$ cat config.mk
export PLATFORM = sky130hd
export DESIGN_NAME = sli_top
export DESIGN_NICKNAME = d
export VERILOG_FILES = /design/src/rtl/sli_pkg.sv /design/src/rtl/sli_blink_if.sv /design/src/rtl/sli_blinker.sv /design/src/rtl/sli_top.sv
export SDC_FILE = /design/constraint.sdc
export NUM_CORES = 1
export LEC_CHECK = 0
export ABC_AREA = 1
export CORE_MARGIN = 1.5
export CORE_UTILIZATION = 55
export CTS_BUF_LIST = sky130_fd_sc_hd__clkbuf_4
export DETAILED_ROUTE_END_ITERATION = 6
export DONT_BUFFER_PORTS = 1
export HOLD_SLACK_MARGIN = 0.08
export PLACE_DENSITY = 0.71
export SYNTH_ARGS = -nofsm -noshare
export SYNTH_HDL_FRONTEND = slang
export SYNTH_SLANG_ARGS = --single-unit
$ cat constraint.sdc
create_clock -name clk -period 18.7 [get_ports clk]
set_input_delay 0 -clock clk [delete_from_list [all_inputs] [get_ports clk]]
set_output_delay 0 -clock clk [all_outputs]
set_load 0.02 [all_outputs]
$ cat src/rtl/sli_pkg.sv
// Constants, register map and types for the status light controller.
// Assumes a 100 MHz system clock and a 32-bit Avalon-MM register bus.
//
// What this block does
// - Several active conditions show only the highest-priority condition's pattern.
// - Error or warning display also raises a status message code.
// - Light is dark only on hardware fault; every working state lights it.
// - Fatal error blinks red at 1 Hz; backup firmware load blinks red 4 Hz.
// - Out-of-range operating condition holds red steady as a warning.
// - Awaiting or receiving a download blinks blue at 1 Hz.
// - Writing flash blinks blue at 4 Hz, warning not to cut power.
// - Initialisation or a long command blinks green at 1 Hz.
// - Each received serial command gives at least one green flash, except while the light is dark on hardware fault.
// - Normal operation with nothing else active holds green steady.
// - After power-up, blink during about ten seconds of init, then green.
package sli_pkg;

    // ------------------------------------------------------------
    // Clock and timing
    // ------------------------------------------------------------
    localparam int CLK_HZ = 100_000_000;
    localparam int SLOW_HZ = 1;
    localparam int FAST_HZ = 4;
    localparam int INIT_S = 10;
    // Half period in cycles: toggle point of a 50 percent blink
    localparam logic [31:0] SLOW_HALF = 32'(CLK_HZ / (2 * SLOW_HZ));
    localparam logic [31:0] FAST_HALF = 32'(CLK_HZ / (2 * FAST_HZ));
    localparam longint INIT_CYC_L = longint'(CLK_HZ) * INIT_S;
    localparam logic [31:0] INIT_CYC = INIT_CYC_L[31:0];
    // One green acknowledge flash lasts one fast half period
    localparam logic [31:0] ACK_CYC = FAST_HALF;

    // ------------------------------------------------------------
    // Register map (byte addresses, word index = addr[5:2])
    // ------------------------------------------------------------
    localparam logic [3:0] REG_COND = 4'h0;
    localparam logic [3:0] REG_STATUS = 4'h1;
    localparam logic [3:0] REG_IRQ_STAT = 4'h2;
    localparam logic [3:0] REG_IRQ_MASK = 4'h3;
    localparam logic [3:0] REG_SLOW_DIV = 4'h4;
    localparam logic [3:0] REG_FAST_DIV = 4'h5;
    localparam logic [3:0] REG_CMD = 4'h6;
    localparam logic [31:0] BAD_ADDR_DATA = 32'hdead_0bad;

    // Condition bits in REG_COND
    localparam int C_FATAL = 0;
    localparam int C_BACKUP = 1;
    localparam int C_FLASH = 2;
    localparam int C_DOWNLOAD = 3;
    localparam int C_WARN = 4;
    localparam int C_LONGCMD = 5;
    localparam int C_HWFAULT = 6;
    localparam int NCOND = 7;

    // Interrupt bits
    localparam int I_MSG = 0;
    localparam int I_CMD = 1;
    localparam int I_INIT_DONE = 2;
    localparam int NIRQ = 3;

    // Reset values
    localparam logic [NCOND-1:0] COND_RST = 7'h00;
    localparam logic [NIRQ-1:0] MASK_RST = 3'h0;

    // ------------------------------------------------------------
    // Types
    // ------------------------------------------------------------
    typedef enum logic [1:0] {SLI_OFF, SLI_RED, SLI_BLUE, SLI_GREEN} sli_colour_t;
    typedef enum logic [1:0] {SLI_STEADY, SLI_SLOW, SLI_FAST} sli_blink_t;
    typedef enum logic [3:0] {
        SEL_DARK, SEL_FATAL, SEL_BACKUP, SEL_FLASH, SEL_DOWNLOAD,
        SEL_WARN, SEL_INIT, SEL_OPER
    } sli_sel_t;

endpackage

$ cat src/rtl/sli_blink_if.sv
// Blink request and result between the controller and its divider.
// Assumes both ends share the controller's clock.
`timescale 1ns/100ps
interface sli_blink_if;
    import sli_pkg::*;
    logic [31:0] half_cyc;
    logic restart;
    logic phase;

    // ------------------------------------------------------------
    // Roles
    // ------------------------------------------------------------
    modport ctrl (output half_cyc, output restart, input phase);
    modport gen (input half_cyc, input restart, output phase);
endinterface

$ cat src/rtl/sli_blinker.sv
// Programmable half-period blink divider with phase restart.
// Assumes half_cyc is at least one.
`timescale 1ns/100ps
module sli_blinker (
    // Clock and reset
    input wire logic clk,
    input wire logic rst,
    // Blink control
    sli_blink_if.gen bl
);
    import sli_pkg::*;

    typedef struct packed {
        logic [31:0] cnt;
        logic phase;
    } sli_bk_t;

    sli_bk_t st, next_st;

    // Count half periods and toggle; a restart starts lit
    always_comb begin
        next_st = st;
        if (bl.restart) begin
            next_st.cnt = 32'h0;
            next_st.phase = 1'b1;
        end else if (st.cnt + 32'h1 >= bl.half_cyc) begin
            next_st.cnt = 32'h0;
            next_st.phase = ~st.phase;
        end else begin
            next_st.cnt = st.cnt + 32'h1;
        end
    end

    // State register
    always_ff @(posedge clk or posedge rst) begin
        if (rst) begin
            st <= '{cnt: 32'h0, phase: 1'b1};
        end else begin
            st <= next_st;
        end
    end

    assign bl.phase = st.phase;
endmodule

$ cat src/rtl/sli_top.sv
// Status light controller: condition priority, blink and register slave.
// Assumes a standard Avalon-MM master with waitrequest and a lamp driven high = lit.
//
// Implementation choices: the Avalon-MM slave port and the register offsets.
`timescale 1ns/100ps
module sli_top
    import sli_pkg::*;
#(
    parameter logic [31:0] INIT_CYCLES = sli_pkg::INIT_CYC
) (
    // Clock and reset
    input wire logic clk,
    input wire logic rst,
    // Avalon-MM slave
    input wire logic [5:0] avs_address,
    input wire logic avs_read,
    input wire logic avs_write,
    input wire logic [31:0] avs_writedata,
    input wire logic [3:0] avs_byteenable,
    output logic [31:0] avs_readdata,
    output logic avs_waitrequest,
    // Serial command received strobe
    input wire logic cmd_rx,
    // Light drive
    output logic led_red,
    output logic led_green,
    output logic led_blue,
    // Status message and interrupt
    output logic msg_valid,
    output logic [3:0] msg_code,
    output logic irq
);
    import sli_pkg::*;

    // ------------------------------------------------------------
    // State
    // ------------------------------------------------------------
    // Whole block state; one copy is built each cycle and registered
    typedef struct packed {
        logic [NCOND-1:0] cond;
        logic [31:0] slow_half;
        logic [31:0] fast_half;
        logic [NIRQ-1:0] istat;
        logic [NIRQ-1:0] imask;
        logic [31:0] init_cnt;
        logic init_done;
        logic [31:0] ack_cnt;
        logic ack_on;
        logic [3:0] sel;
        logic [3:0] shown;
        logic restart;
        logic [31:0] rdata;
        logic stall;
        logic red;
        logic green;
        logic blue;
        logic mvalid;
        logic [3:0] mcode;
        logic irq;
        logic [7:0] cmd_count;
    } sli_state_t;

    sli_state_t st, next_st;

    // One divider per rate; both see the same restart pulse
    sli_blink_if slow_bl();
    sli_blink_if fast_bl();

    // ------------------------------------------------------------
    // Blink dividers
    // ------------------------------------------------------------
    sli_blinker u_slow (
        .clk(clk),
        .rst(rst),
        .bl(slow_bl.gen)
    );
    sli_blinker u_fast (
        .clk(clk),
        .rst(rst),
        .bl(fast_bl.gen)
    );

    // Software-programmed half periods feed the dividers
    assign slow_bl.half_cyc = st.slow_half;
    assign fast_bl.half_cyc = st.fast_half;
    assign slow_bl.restart = st.restart;
    assign fast_bl.restart = st.restart;

    // Byte-lane merge of a 32-bit write
    function automatic logic [31:0] be_merge(input logic [31:0] old, input logic [31:0] wd,
                                             input logic [3:0] be);
        logic [31:0] r;
        r = old;
        for (int i = 0; i < 4; i++) begin
            if (be[i]) begin
                r[i*8 +: 8] = wd[i*8 +: 8];
            end
        end
        return r;
    endfunction

    // Terminal count shared by the timers; testing cnt + 1 lets a limit
    // of one expire after a single cycle
    function automatic logic reached(input logic [31:0] cnt, input logic [31:0] lim);
        return (cnt + 32'h1) >= lim;
    endfunction

    // Colour to lamp lines {red, green, blue}; dark when not lit
    function automatic logic [2:0] lamp_of(input sli_colour_t c, input logic on);
        logic [2:0] v;
        v = 3'h0;
        if (on) begin
            if (c == SLI_RED) begin
                v = 3'h4;
            end else if (c == SLI_GREEN) begin
                v = 3'h2;
            end else if (c == SLI_BLUE) begin
                v = 3'h1;
            end
        end
        return v;
    endfunction

    // Highest-priority active condition
    // Hardware fault outranks everything: a dead lamp is the only dark state
    function automatic sli_sel_t pick(input logic [NCOND-1:0] c, input logic idone);
        if (c[C_HWFAULT]) begin
            return SEL_DARK;
        end else if (c[C_FATAL]) begin
            return SEL_FATAL;
        end else if (c[C_BACKUP]) begin
            return SEL_BACKUP;
        end else if (c[C_FLASH]) begin
            return SEL_FLASH;
        end else if (c[C_DOWNLOAD]) begin
            return SEL_DOWNLOAD;
        end else if (c[C_WARN]) begin
            return SEL_WARN;
        end else if (c[C_LONGCMD] || !idone) begin
            return SEL_INIT;
        end else begin
            return SEL_OPER;
        end
    endfunction

    // ------------------------------------------------------------
    // Next-state logic
    // ------------------------------------------------------------
    always_comb begin
        logic req;
        logic acc;
        logic wr;
        logic [3:0] idx;
        logic [31:0] wv;
        logic [NIRQ-1:0] ev;
        logic lit;
        sli_colour_t col;
        sli_blink_t bk;
        // Taken on the edge where waitrequest stands low
        req = avs_read || avs_write;
        acc = req && !st.stall;
        wr = acc && avs_write;
        idx = avs_address[5:2];
        wv = 32'h0;
        ev = '0;
        lit = 1'b0;
        col = SLI_GREEN;
        bk = SLI_STEADY;
        next_st = st;
        next_st.restart = 1'b0;
        next_st.mvalid = 1'b0;

        // ------------------------------------------------------------
        // Bus slave
        // ------------------------------------------------------------
        // Stall drops for one cycle per request, so every access sees
        // exactly one wait state, back-to-back ones too
        next_st.stall = !(req && st.stall);

        // Register writes land on the accepting edge only
        if (wr) begin
            if (idx == REG_COND) begin
                wv = be_merge({25'h0, st.cond}, avs_writedata, avs_byteenable);
                next_st.cond = wv[NCOND-1:0];
            end else if (idx == REG_IRQ_MASK) begin
                next_st.imask = avs_writedata[NIRQ-1:0];
            end else if (idx == REG_SLOW_DIV) begin
                wv = be_merge(st.slow_half, avs_writedata, avs_byteenable);
                next_st.slow_half = (wv == 32'h0) ? 32'h1 : wv;
            end else if (idx == REG_FAST_DIV) begin
                wv = be_merge(st.fast_half, avs_writedata, avs_byteenable);
                next_st.fast_half = (wv == 32'h0) ? 32'h1 : wv;
            end
        end

        // Read data is loaded on the stalled edge, so it already stands
        // when waitrequest drops and the master samples it
        if (avs_read && st.stall) begin
            if (idx == REG_COND) begin
                next_st.rdata = {25'h0, st.cond};
            end else if (idx == REG_STATUS) begin
                next_st.rdata = {16'h0, st.cmd_count, st.shown, 3'h0, st.init_done};
            end else if (idx == REG_IRQ_STAT) begin
                next_st.rdata = {29'h0, st.istat};
            end else if (idx == REG_IRQ_MASK) begin
                next_st.rdata = {29'h0, st.imask};
            end else if (idx == REG_SLOW_DIV) begin
                next_st.rdata = st.slow_half;
            end else if (idx == REG_FAST_DIV) begin
                next_st.rdata = st.fast_half;
            end else if (idx == REG_CMD) begin
                next_st.rdata = {24'h0, st.cmd_count};
            end else begin
                next_st.rdata = BAD_ADDR_DATA;
            end
        end

        // ------------------------------------------------------------
        // Timers
        // ------------------------------------------------------------
        // Power-up initialisation window; runs once, no later restart
        if (!st.init_done) begin
            if (reached(st.init_cnt, INIT_CYCLES)) begin
                next_st.init_done = 1'b1;
                ev[I_INIT_DONE] = 1'b1;
            end else begin
                next_st.init_cnt = st.init_cnt + 32'h1;
            end
        end

        // Command acknowledge flash, retriggered by each command
        // A burst of commands keeps the lamp green rather than flickering
        if (cmd_rx) begin
            next_st.ack_on = 1'b1;
            next_st.ack_cnt = 32'h0;
            next_st.cmd_count = st.cmd_count + 8'h1;
            ev[I_CMD] = 1'b1;
        end else if (st.ack_on) begin
            if (reached(st.ack_cnt, ACK_CYC)) begin
                next_st.ack_on = 1'b0;
            end else begin
                next_st.ack_cnt = st.ack_cnt + 32'h1;
            end
        end

        // ------------------------------------------------------------
        // Selection and light
        // ------------------------------------------------------------
        // Priority select; change restarts both blink phases; the lamp shows a new
        // pattern for one cycle on the old phase, then opens a full lit half period
        next_st.sel = 4'(pick(st.cond, st.init_done));
        if (next_st.sel != st.sel) begin
            next_st.restart = 1'b1;
        end
        next_st.shown = st.sel;

        // Status message on entering an error or warning pattern
        // One pulse per entry; the code stays on msg_code for software
        if (next_st.sel != st.sel &&
            (next_st.sel == 4'(SEL_FATAL) || next_st.sel == 4'(SEL_BACKUP) ||
             next_st.sel == 4'(SEL_WARN))) begin
            next_st.mvalid = 1'b1;
            next_st.mcode = next_st.sel;
            ev[I_MSG] = 1'b1;
        end

        // Map selection to colour and blink; steady green unless listed
        case (sli_sel_t'(st.sel))
            SEL_DARK: begin
                col = SLI_OFF;
            end
            SEL_FATAL: begin
                col = SLI_RED;
                bk = SLI_SLOW;
            end
            SEL_BACKUP: begin
                col = SLI_RED;
                bk = SLI_FAST;
            end
            SEL_FLASH: begin
                col = SLI_BLUE;
                bk = SLI_FAST;
            end
            SEL_DOWNLOAD: begin
                col = SLI_BLUE;
                bk = SLI_SLOW;
            end
            SEL_WARN: begin
                col = SLI_RED;
            end
            SEL_INIT: begin
                col = SLI_GREEN;
                bk = SLI_SLOW;
            end
            default: begin
                col = SLI_GREEN;
            end
        endcase
        lit = (bk == SLI_STEADY) || (bk == SLI_SLOW && slow_bl.phase) ||
              (bk == SLI_FAST && fast_bl.phase);

        // Acknowledge flash overrides with green, but never on a dead light
        if (st.ack_on && col != SLI_OFF) begin
            {next_st.red, next_st.green, next_st.blue} = lamp_of(SLI_GREEN, 1'b1);
        end else begin
            {next_st.red, next_st.green, next_st.blue} = lamp_of(col, lit);
        end

        // ------------------------------------------------------------
        // Interrupts
        // ------------------------------------------------------------
        // Sticky interrupt status: set wins over write-one clear, so an
        // event in the clearing cycle is never lost
        if (wr && idx == REG_IRQ_STAT) begin
            next_st.istat = st.istat & ~avs_writedata[NIRQ-1:0];
        end
        next_st.istat = next_st.istat | ev;
        next_st.irq = |(next_st.istat & next_st.imask);
    end

    // ------------------------------------------------------------
    // State register
    // ------------------------------------------------------------
    always_ff @(posedge clk or posedge rst) begin
        if (rst) begin
            st <= '0;
            st.cond <= COND_RST;
            st.imask <= MASK_RST;
            st.slow_half <= SLOW_HALF;
            st.fast_half <= FAST_HALF;
            st.sel <= 4'(SEL_INIT);
            st.shown <= 4'(SEL_INIT);
            // Stalled while idle: the first request still sees its wait state
            st.stall <= 1'b1;
        end else begin
            st <= next_st;
        end
    end

    // Outputs straight from flip-flops
    assign avs_readdata = st.rdata;
    assign avs_waitrequest = st.stall;
    assign led_red = st.red;
    assign led_green = st.green;
    assign led_blue = st.blue;
    assign msg_valid = st.mvalid;
    assign msg_code = st.mcode;
    assign irq = st.irq;
endmodule

# Word-level counts from Yosys, hierarchy flattened
# Cells that the tools add are included.
dict set report totals {
  output_inout_bits 42
  input_bits 47
  register_bits 268
  latch_bits 0
  ramBits 0
  mem_count 0
  mem_bits_ro 0
  elab_cells 192
}
dict set report op_classes {
  order_cmp 4
  eq_ne 22
  n_mul 0
  div_mod_pow 0
  n_mux 88
  n_shift 0
  bitwise_logic 11
  addsub 5
  n_reduce_logical 37
}
# cell count
set op_table {}
lappend op_table {{$mux W32} 12}
lappend op_table {{$mux W8} 44}
lappend op_table {{$mux W33} 4}
lappend op_table {{$add A32 B1 Y32 const B} 4}
lappend op_table {{$ge A32 B32 Y1} 2}
lappend op_table {{$logic_not A32 Y1} 2}
lappend op_table {{$mux W3} 11}
lappend op_table {{$ge A32 B24 Y1 const B} 1}
lappend op_table {{$ge A32 B30 Y1 const B} 1}
lappend op_table {{$eq A4 B3 Y1 const B} 7}
lappend op_table {{$eq A4 B2 Y1 const B} 5}
lappend op_table {{$eq A4 B1 Y1 const B} 3}
lappend op_table {{$mux W1} 11}
lappend op_table {{$logic_and A1 B1 Y1} 9}
lappend op_table {{$reduce_or A3 Y1} 3}
lappend op_table {{$add A8 B1 Y8 const B} 1}
lappend op_table {{$logic_not A4 Y1} 2}
lappend op_table {{$reduce_bool A2 Y1} 4}
lappend op_table {{$not A1 Y1} 7}
lappend op_table {{$and A3 B3 Y3} 2}
lappend op_table {{$eq A2 B2 Y1 const B} 3}
lappend op_table {{$logic_or A1 B1 Y1} 6}
lappend op_table {{$mux W2} 3}
lappend op_table {{$pmux W2 S3} 1}
lappend op_table {{14 further kinds} 19}

# Depth between registers and ports, before layout
dict set report logic_depth {
  word_depth 17
  mapped_depth 23
  ltp_nobuf 23
}

# Cells and area by module
# Synthesis repeated with hierarchy kept, for this count alone.
dict set report unflattened {
  hier_cells 2345
  area_unflattened_um2 16967.5
}
# mod instances area_each_um2 cells_each seq_area_each_um2
set by_module_without_submodules {}
lappend by_module_without_submodules {sli_top 1 11192.0 1489 5016.1}
lappend by_module_without_submodules {sli_blinker 2 2887.8 428 827.0}

# Worst setup path after synthesis
# Ideal clock, no wire load.
dict set report synth_timing {
  kind {register -> register}
  startpoint {register u_fast.st[1] (netlist name)}
  endpoint {register u_fast.st[23] (netlist name)}
  synth_period_minus_slack_ps 3589
  required_ps 18568
  stages_incl_launch_ff 24
  t_arrival_ps 3457
  path_slack_ps 15111
  setup_time_ps 132
  n_path_buf 1
  cell_sequence {dfrtp_1 > ha_1 > nand2_1 > nor2_1 > nand2_1 > nor2_1 > nand2_1 > nor3_1 > nand3_1 > nor2_1 > nand3_1 > nor2_1 > nand2_1 > nand2_1 > inv_1 > ha_1 > nand2_1 > nor3_1 > nand3_1 > nor4_1 > nand4_1 > nand4_1 > clkbuf_1 > nor2_1}
}
# element line_no
set synth_rtl {}
lappend synth_rtl {{start: declaration} sli_blinker.sv:18} ;# sli_bk_t st, next_st;
lappend synth_rtl {{start signal: assignment} sli_blinker.sv:37} ;# st <= '{cnt: 32'h0, phase: 1'b1};
lappend synth_rtl {{start signal: assignment} sli_blinker.sv:39} ;# st <= next_st;

==> flow_summary.yaml <==
pwr:
  leakage_nw: 9.44
  power.density_nw_per_um2: 87.1
  irDropWorstVdd_uv: 63.3
status:
  status: "completed"
die:
  top_level_ports: 89
  die-area_um2: 31500
  start_util_pct: 56.3
  coreArea_um2: 29800
  die_w_um: 178
  die_h_um: 178
  rows: 63
critical_path:
  regToRegStartpoint: "u_slow.st[1]$_DFF_PP0_"
  crit_required_ps: 19260
  crit_type: "register to register"
  crit_arrival_ps: 5350
  r2r_setup_slack_ps: 13900
  cp_max_fo: 32
  slowest_stage: "nor4_1"
  rr_worst_depth: 22
  critical_path.cell_chain: "ha_1 > nand2_1 > nor2_1 > nand2_1 > nor2_1 > nand3_1 > nor2_1 > and3_1 > nand4_1 > nor2_1 > inv_1 > nand2_1 > inv_1 > ha_1 > nand2_1 > nor2_1 > nand4_1 > nor4_1 > nand4_1 > nand4_1 > buf_4 > nor2_1"
  r2r_end: "u_slow.st[10]$_DFF_PP0_"
  slowest_delay_ps: 570
  cpMostUsedCell: "nor2_1"
  critPathLaunchType: "register"
  endpoint_kind: "register"
timing:
  rsz0062_at_grt: "no"
  setup_viol: 0
  period_share_pct: 25.6
  max_freq_mhz: 209
  drv_slew: 0
  slew_headroom_pct: 14.0
  fin_setup_tns_ps: 0
  tightest_slew_ps: 1280
  fin_crit_ps: 4800
  hold_violations: 0
  finalClockSkew_ps: 67.8
route:
  avgRoutedWirePerCell_um: 16.1
  viasPerCell: 5.50
  drt-total-wl_mm: 45.2
  drt_first_pass_iters: 5
  postRouteAntennaNets: 0
  drcViolationCount: 0
  routed-via-count: 15500
  drt_iter0_markers: 1234
logic_synthesis:
  ys_seq_area_share_pct: 39.8
  syn_nets: 2421
  synth-xor-area-share_pct: 3.50
  synth_top_family_by_area: "simple AND/OR/NAND/NOR gates"
  synth-main-ff-cell: "dfrtp_1"
  syn_area_um2: 16800
  synthAdderAreaFrac_pct: 5.15
  synth.area.mux_share_pct: 0.299
  yosys.area_share.simple_pct: 29.1
  synth_edf_count: 0
  ys_types: 56
  syn_area_per_cell_um2: 7.27
  async_flop_share_pct: 100
  yosys_warnings: 0
  synth_compound_area_share_pct: 10.6
  syn_inst: 2305
  ys_ff_latch: 265
clocking:
  cts_sinks: 265
  insertion_delay_ps: 720
  cts_root_buf: "clkbuf_4"
  cts_tree: "built"
  path_clk_slew_ps: 60
  postCtsResizedCells: 0
  h-tree-depth: 3
  cts_buffers: 75
  clk_path_buf_depth: 3
  postCtsSetupBuffers: 0
  ctsHoldBuffers: 70
placement:
  hpwl_mm: 32.6
  place_inst: 2608
  gp_congestion: 0.935
  port_buffers: 0
cells_and_area:
  nNetsFinal: 2481
  drive_above_1_share_pct: 8.48
  mostFrequentLayoutCells: "596 x nand2_1, 360 x inv_1, 234 x dfrtp_1"
  final_common_cell: "nand2_1"
  syn_to_final_growth_pct: 10.1
  instances_no_fill: 2811
global_routing:
  grt_pass1_wl_mm: 74.2
  overflow: 0
  grt_use_total_pct: 29.6
  grt_pass1_vias: 15000
  antenna_found_initial: 5
  grt_max_degree: 98
min_path:
  min_from: "cmd_rx"
  worstHoldPathCells: 2
  min_to: "st[0]$_DFFE_PP0P_"
  hold_path.class: "primary input to register"
flow_run:
  maxCapViolations: 0
-- worst max-delay path, delay by kind of cell (launching register included) --
kind                       cells  cell delay [ps]
and+or+nand+nor               17             3160
buffers and inverters          3              500
adders and majority gates      2              490
DFF                            1              480
-- how the worst max path moves through the flow --
stage | start | end | slack (ps) | cells after the start
2_1_floorplan | rst | avs_readdata[0]$_DFFE_PP0P_ | 11450 | 1
3_3_place_gp | u_slow.st[1]$_DFF_PP0_ | u_slow.st[24]$_DFF_PP0_ | 14200 | 22
3_5_place_dp | u_slow.st[1]$_DFF_PP0_ | u_slow.st[24]$_DFF_PP0_ | 14120 | 22
4_1_cts | u_slow.st[1]$_DFF_PP0_ | u_slow.st[17]$_DFF_PP0_ | 14100 | 22
5_1_grt | u_fast.st[1]$_DFF_PP0_ | u_fast.bl.phase$_DFFE_PP1P_ | 13530 | 24
6_report | u_slow.st[1]$_DFF_PP0_ | u_slow.st[10]$_DFF_PP0_ | 13900 | 22
-- metrics by stage --
step | utilization (%) | power [mW] | instance area [um^2] | worst slack, ps | hold slack (ps)
final | 61.9 | 1.61 | 18500 | 13900 | 179
after global routing | 61.9 | 1.71 | 18400 | 13530 | 167
after CTS | 61.9 | 1.62 | 18400 | 14100 | 95.7
after detailed placement | 56.3 | 1.05 | 16800 | 14120 | 69.1
after global placement | 56.3 | 1.04 | 16800 | 14200 | 65.1
after floorplan | - | 0.971 | 16800 | 11450 | 63.0
-- sequential cells by signal (all words and copies together) (netlist names), 3 cells and up --
register / count
avs_readdata: 32
u_slow.st: 32
fast_bl.half_cyc: 32
slow_bl.half_cyc: 32
next_st: 3
st: 90
msg_code: 3
u_fast.st: 32
-- where the power goes --
| group | switching, mW | total (mW) | internal (mW) | leakage, nW |
|---|---|---|---|---|
| Sequential | 0.0862 | 0.744 | 0.658 | 3.37 |
| Clock | 0.252 | 0.540 | 0.288 | 0.569 |
| Combinational | 0.214 | 0.324 | 0.110 | 5.50 |
| Total | 0.552 | 1.61 | 1.06 | 9.44 |
-- cell type report --
cell class	instances	area [um^2]
diodes	4	10.0
repair buffers	80	793
flip-flops and latches	265	6670
well taps	390	488
clock buffers	113	848
multi-input cells	1574	8160
fillers	2702	11300
clock inverters	16	92.6
inverters	369	1390
-- Yosys cell counts, types with 3 or more instances --
library cell,n,area share (%)
nand2_1,596,13
inv_1,361,8.1
dfrtp_1,234,35
nor2_1,218,4.9
o21ai_0,136,4.1
a21oi_1,111,3.3
nand4_1,100,3.7
nand3_1,93,2.8
ha_1,69,5.2
xor2_1,57,3.0
clkbuf_1,48,1.1
nor3_1,39,1.2
buf_4,37,1.7
dfstp_2,31,4.9
nor4_1,15,0.56
o22ai_1,11,0.41
xnor2_1,10,0.52
a211oi_1,9,0.40
o21a_1,9,0.40
or2_2,9,0.34
nand3b_1,8,0.36
nor2_2,8,0.30
a221oi_1,6,0.31
a31oi_1,6,0.22
buf_2,6,0.18
buf_6,6,0.40
clkinv_1,6,0.13
mux2i_1,5,0.30
nand2_2,5,0.19
nor2_4,5,0.34
o211ai_1,5,0.22
nor3b_1,4,0.18
o221ai_1,4,0.21
o21bai_1,3,0.13
o31ai_1,3,0.13
-- routing by layer --
metal	vias to the layer above	routed length, um	GRT usage, %
met5	-	34	0
met4	4	1600	12.2
met3	123	3430	6.08
met2	554	20900	48.5
met1	7227	19300	38.3
li1	7557	-	-
-- logic make-up after synthesis --
| logic type | Yosys count |
|---|---|
| and+or+nand+nor | 1115 |
| muxes | 5 |
| adders and majority gates | 69 |
| AOI/OAI and AO/OA | 317 |
| buffers and inverters | 466 |
| xor gates and xnor gates | 67 |
| other | 1 |
| DFF | 265 |
(Power assumes the default switching activity.)
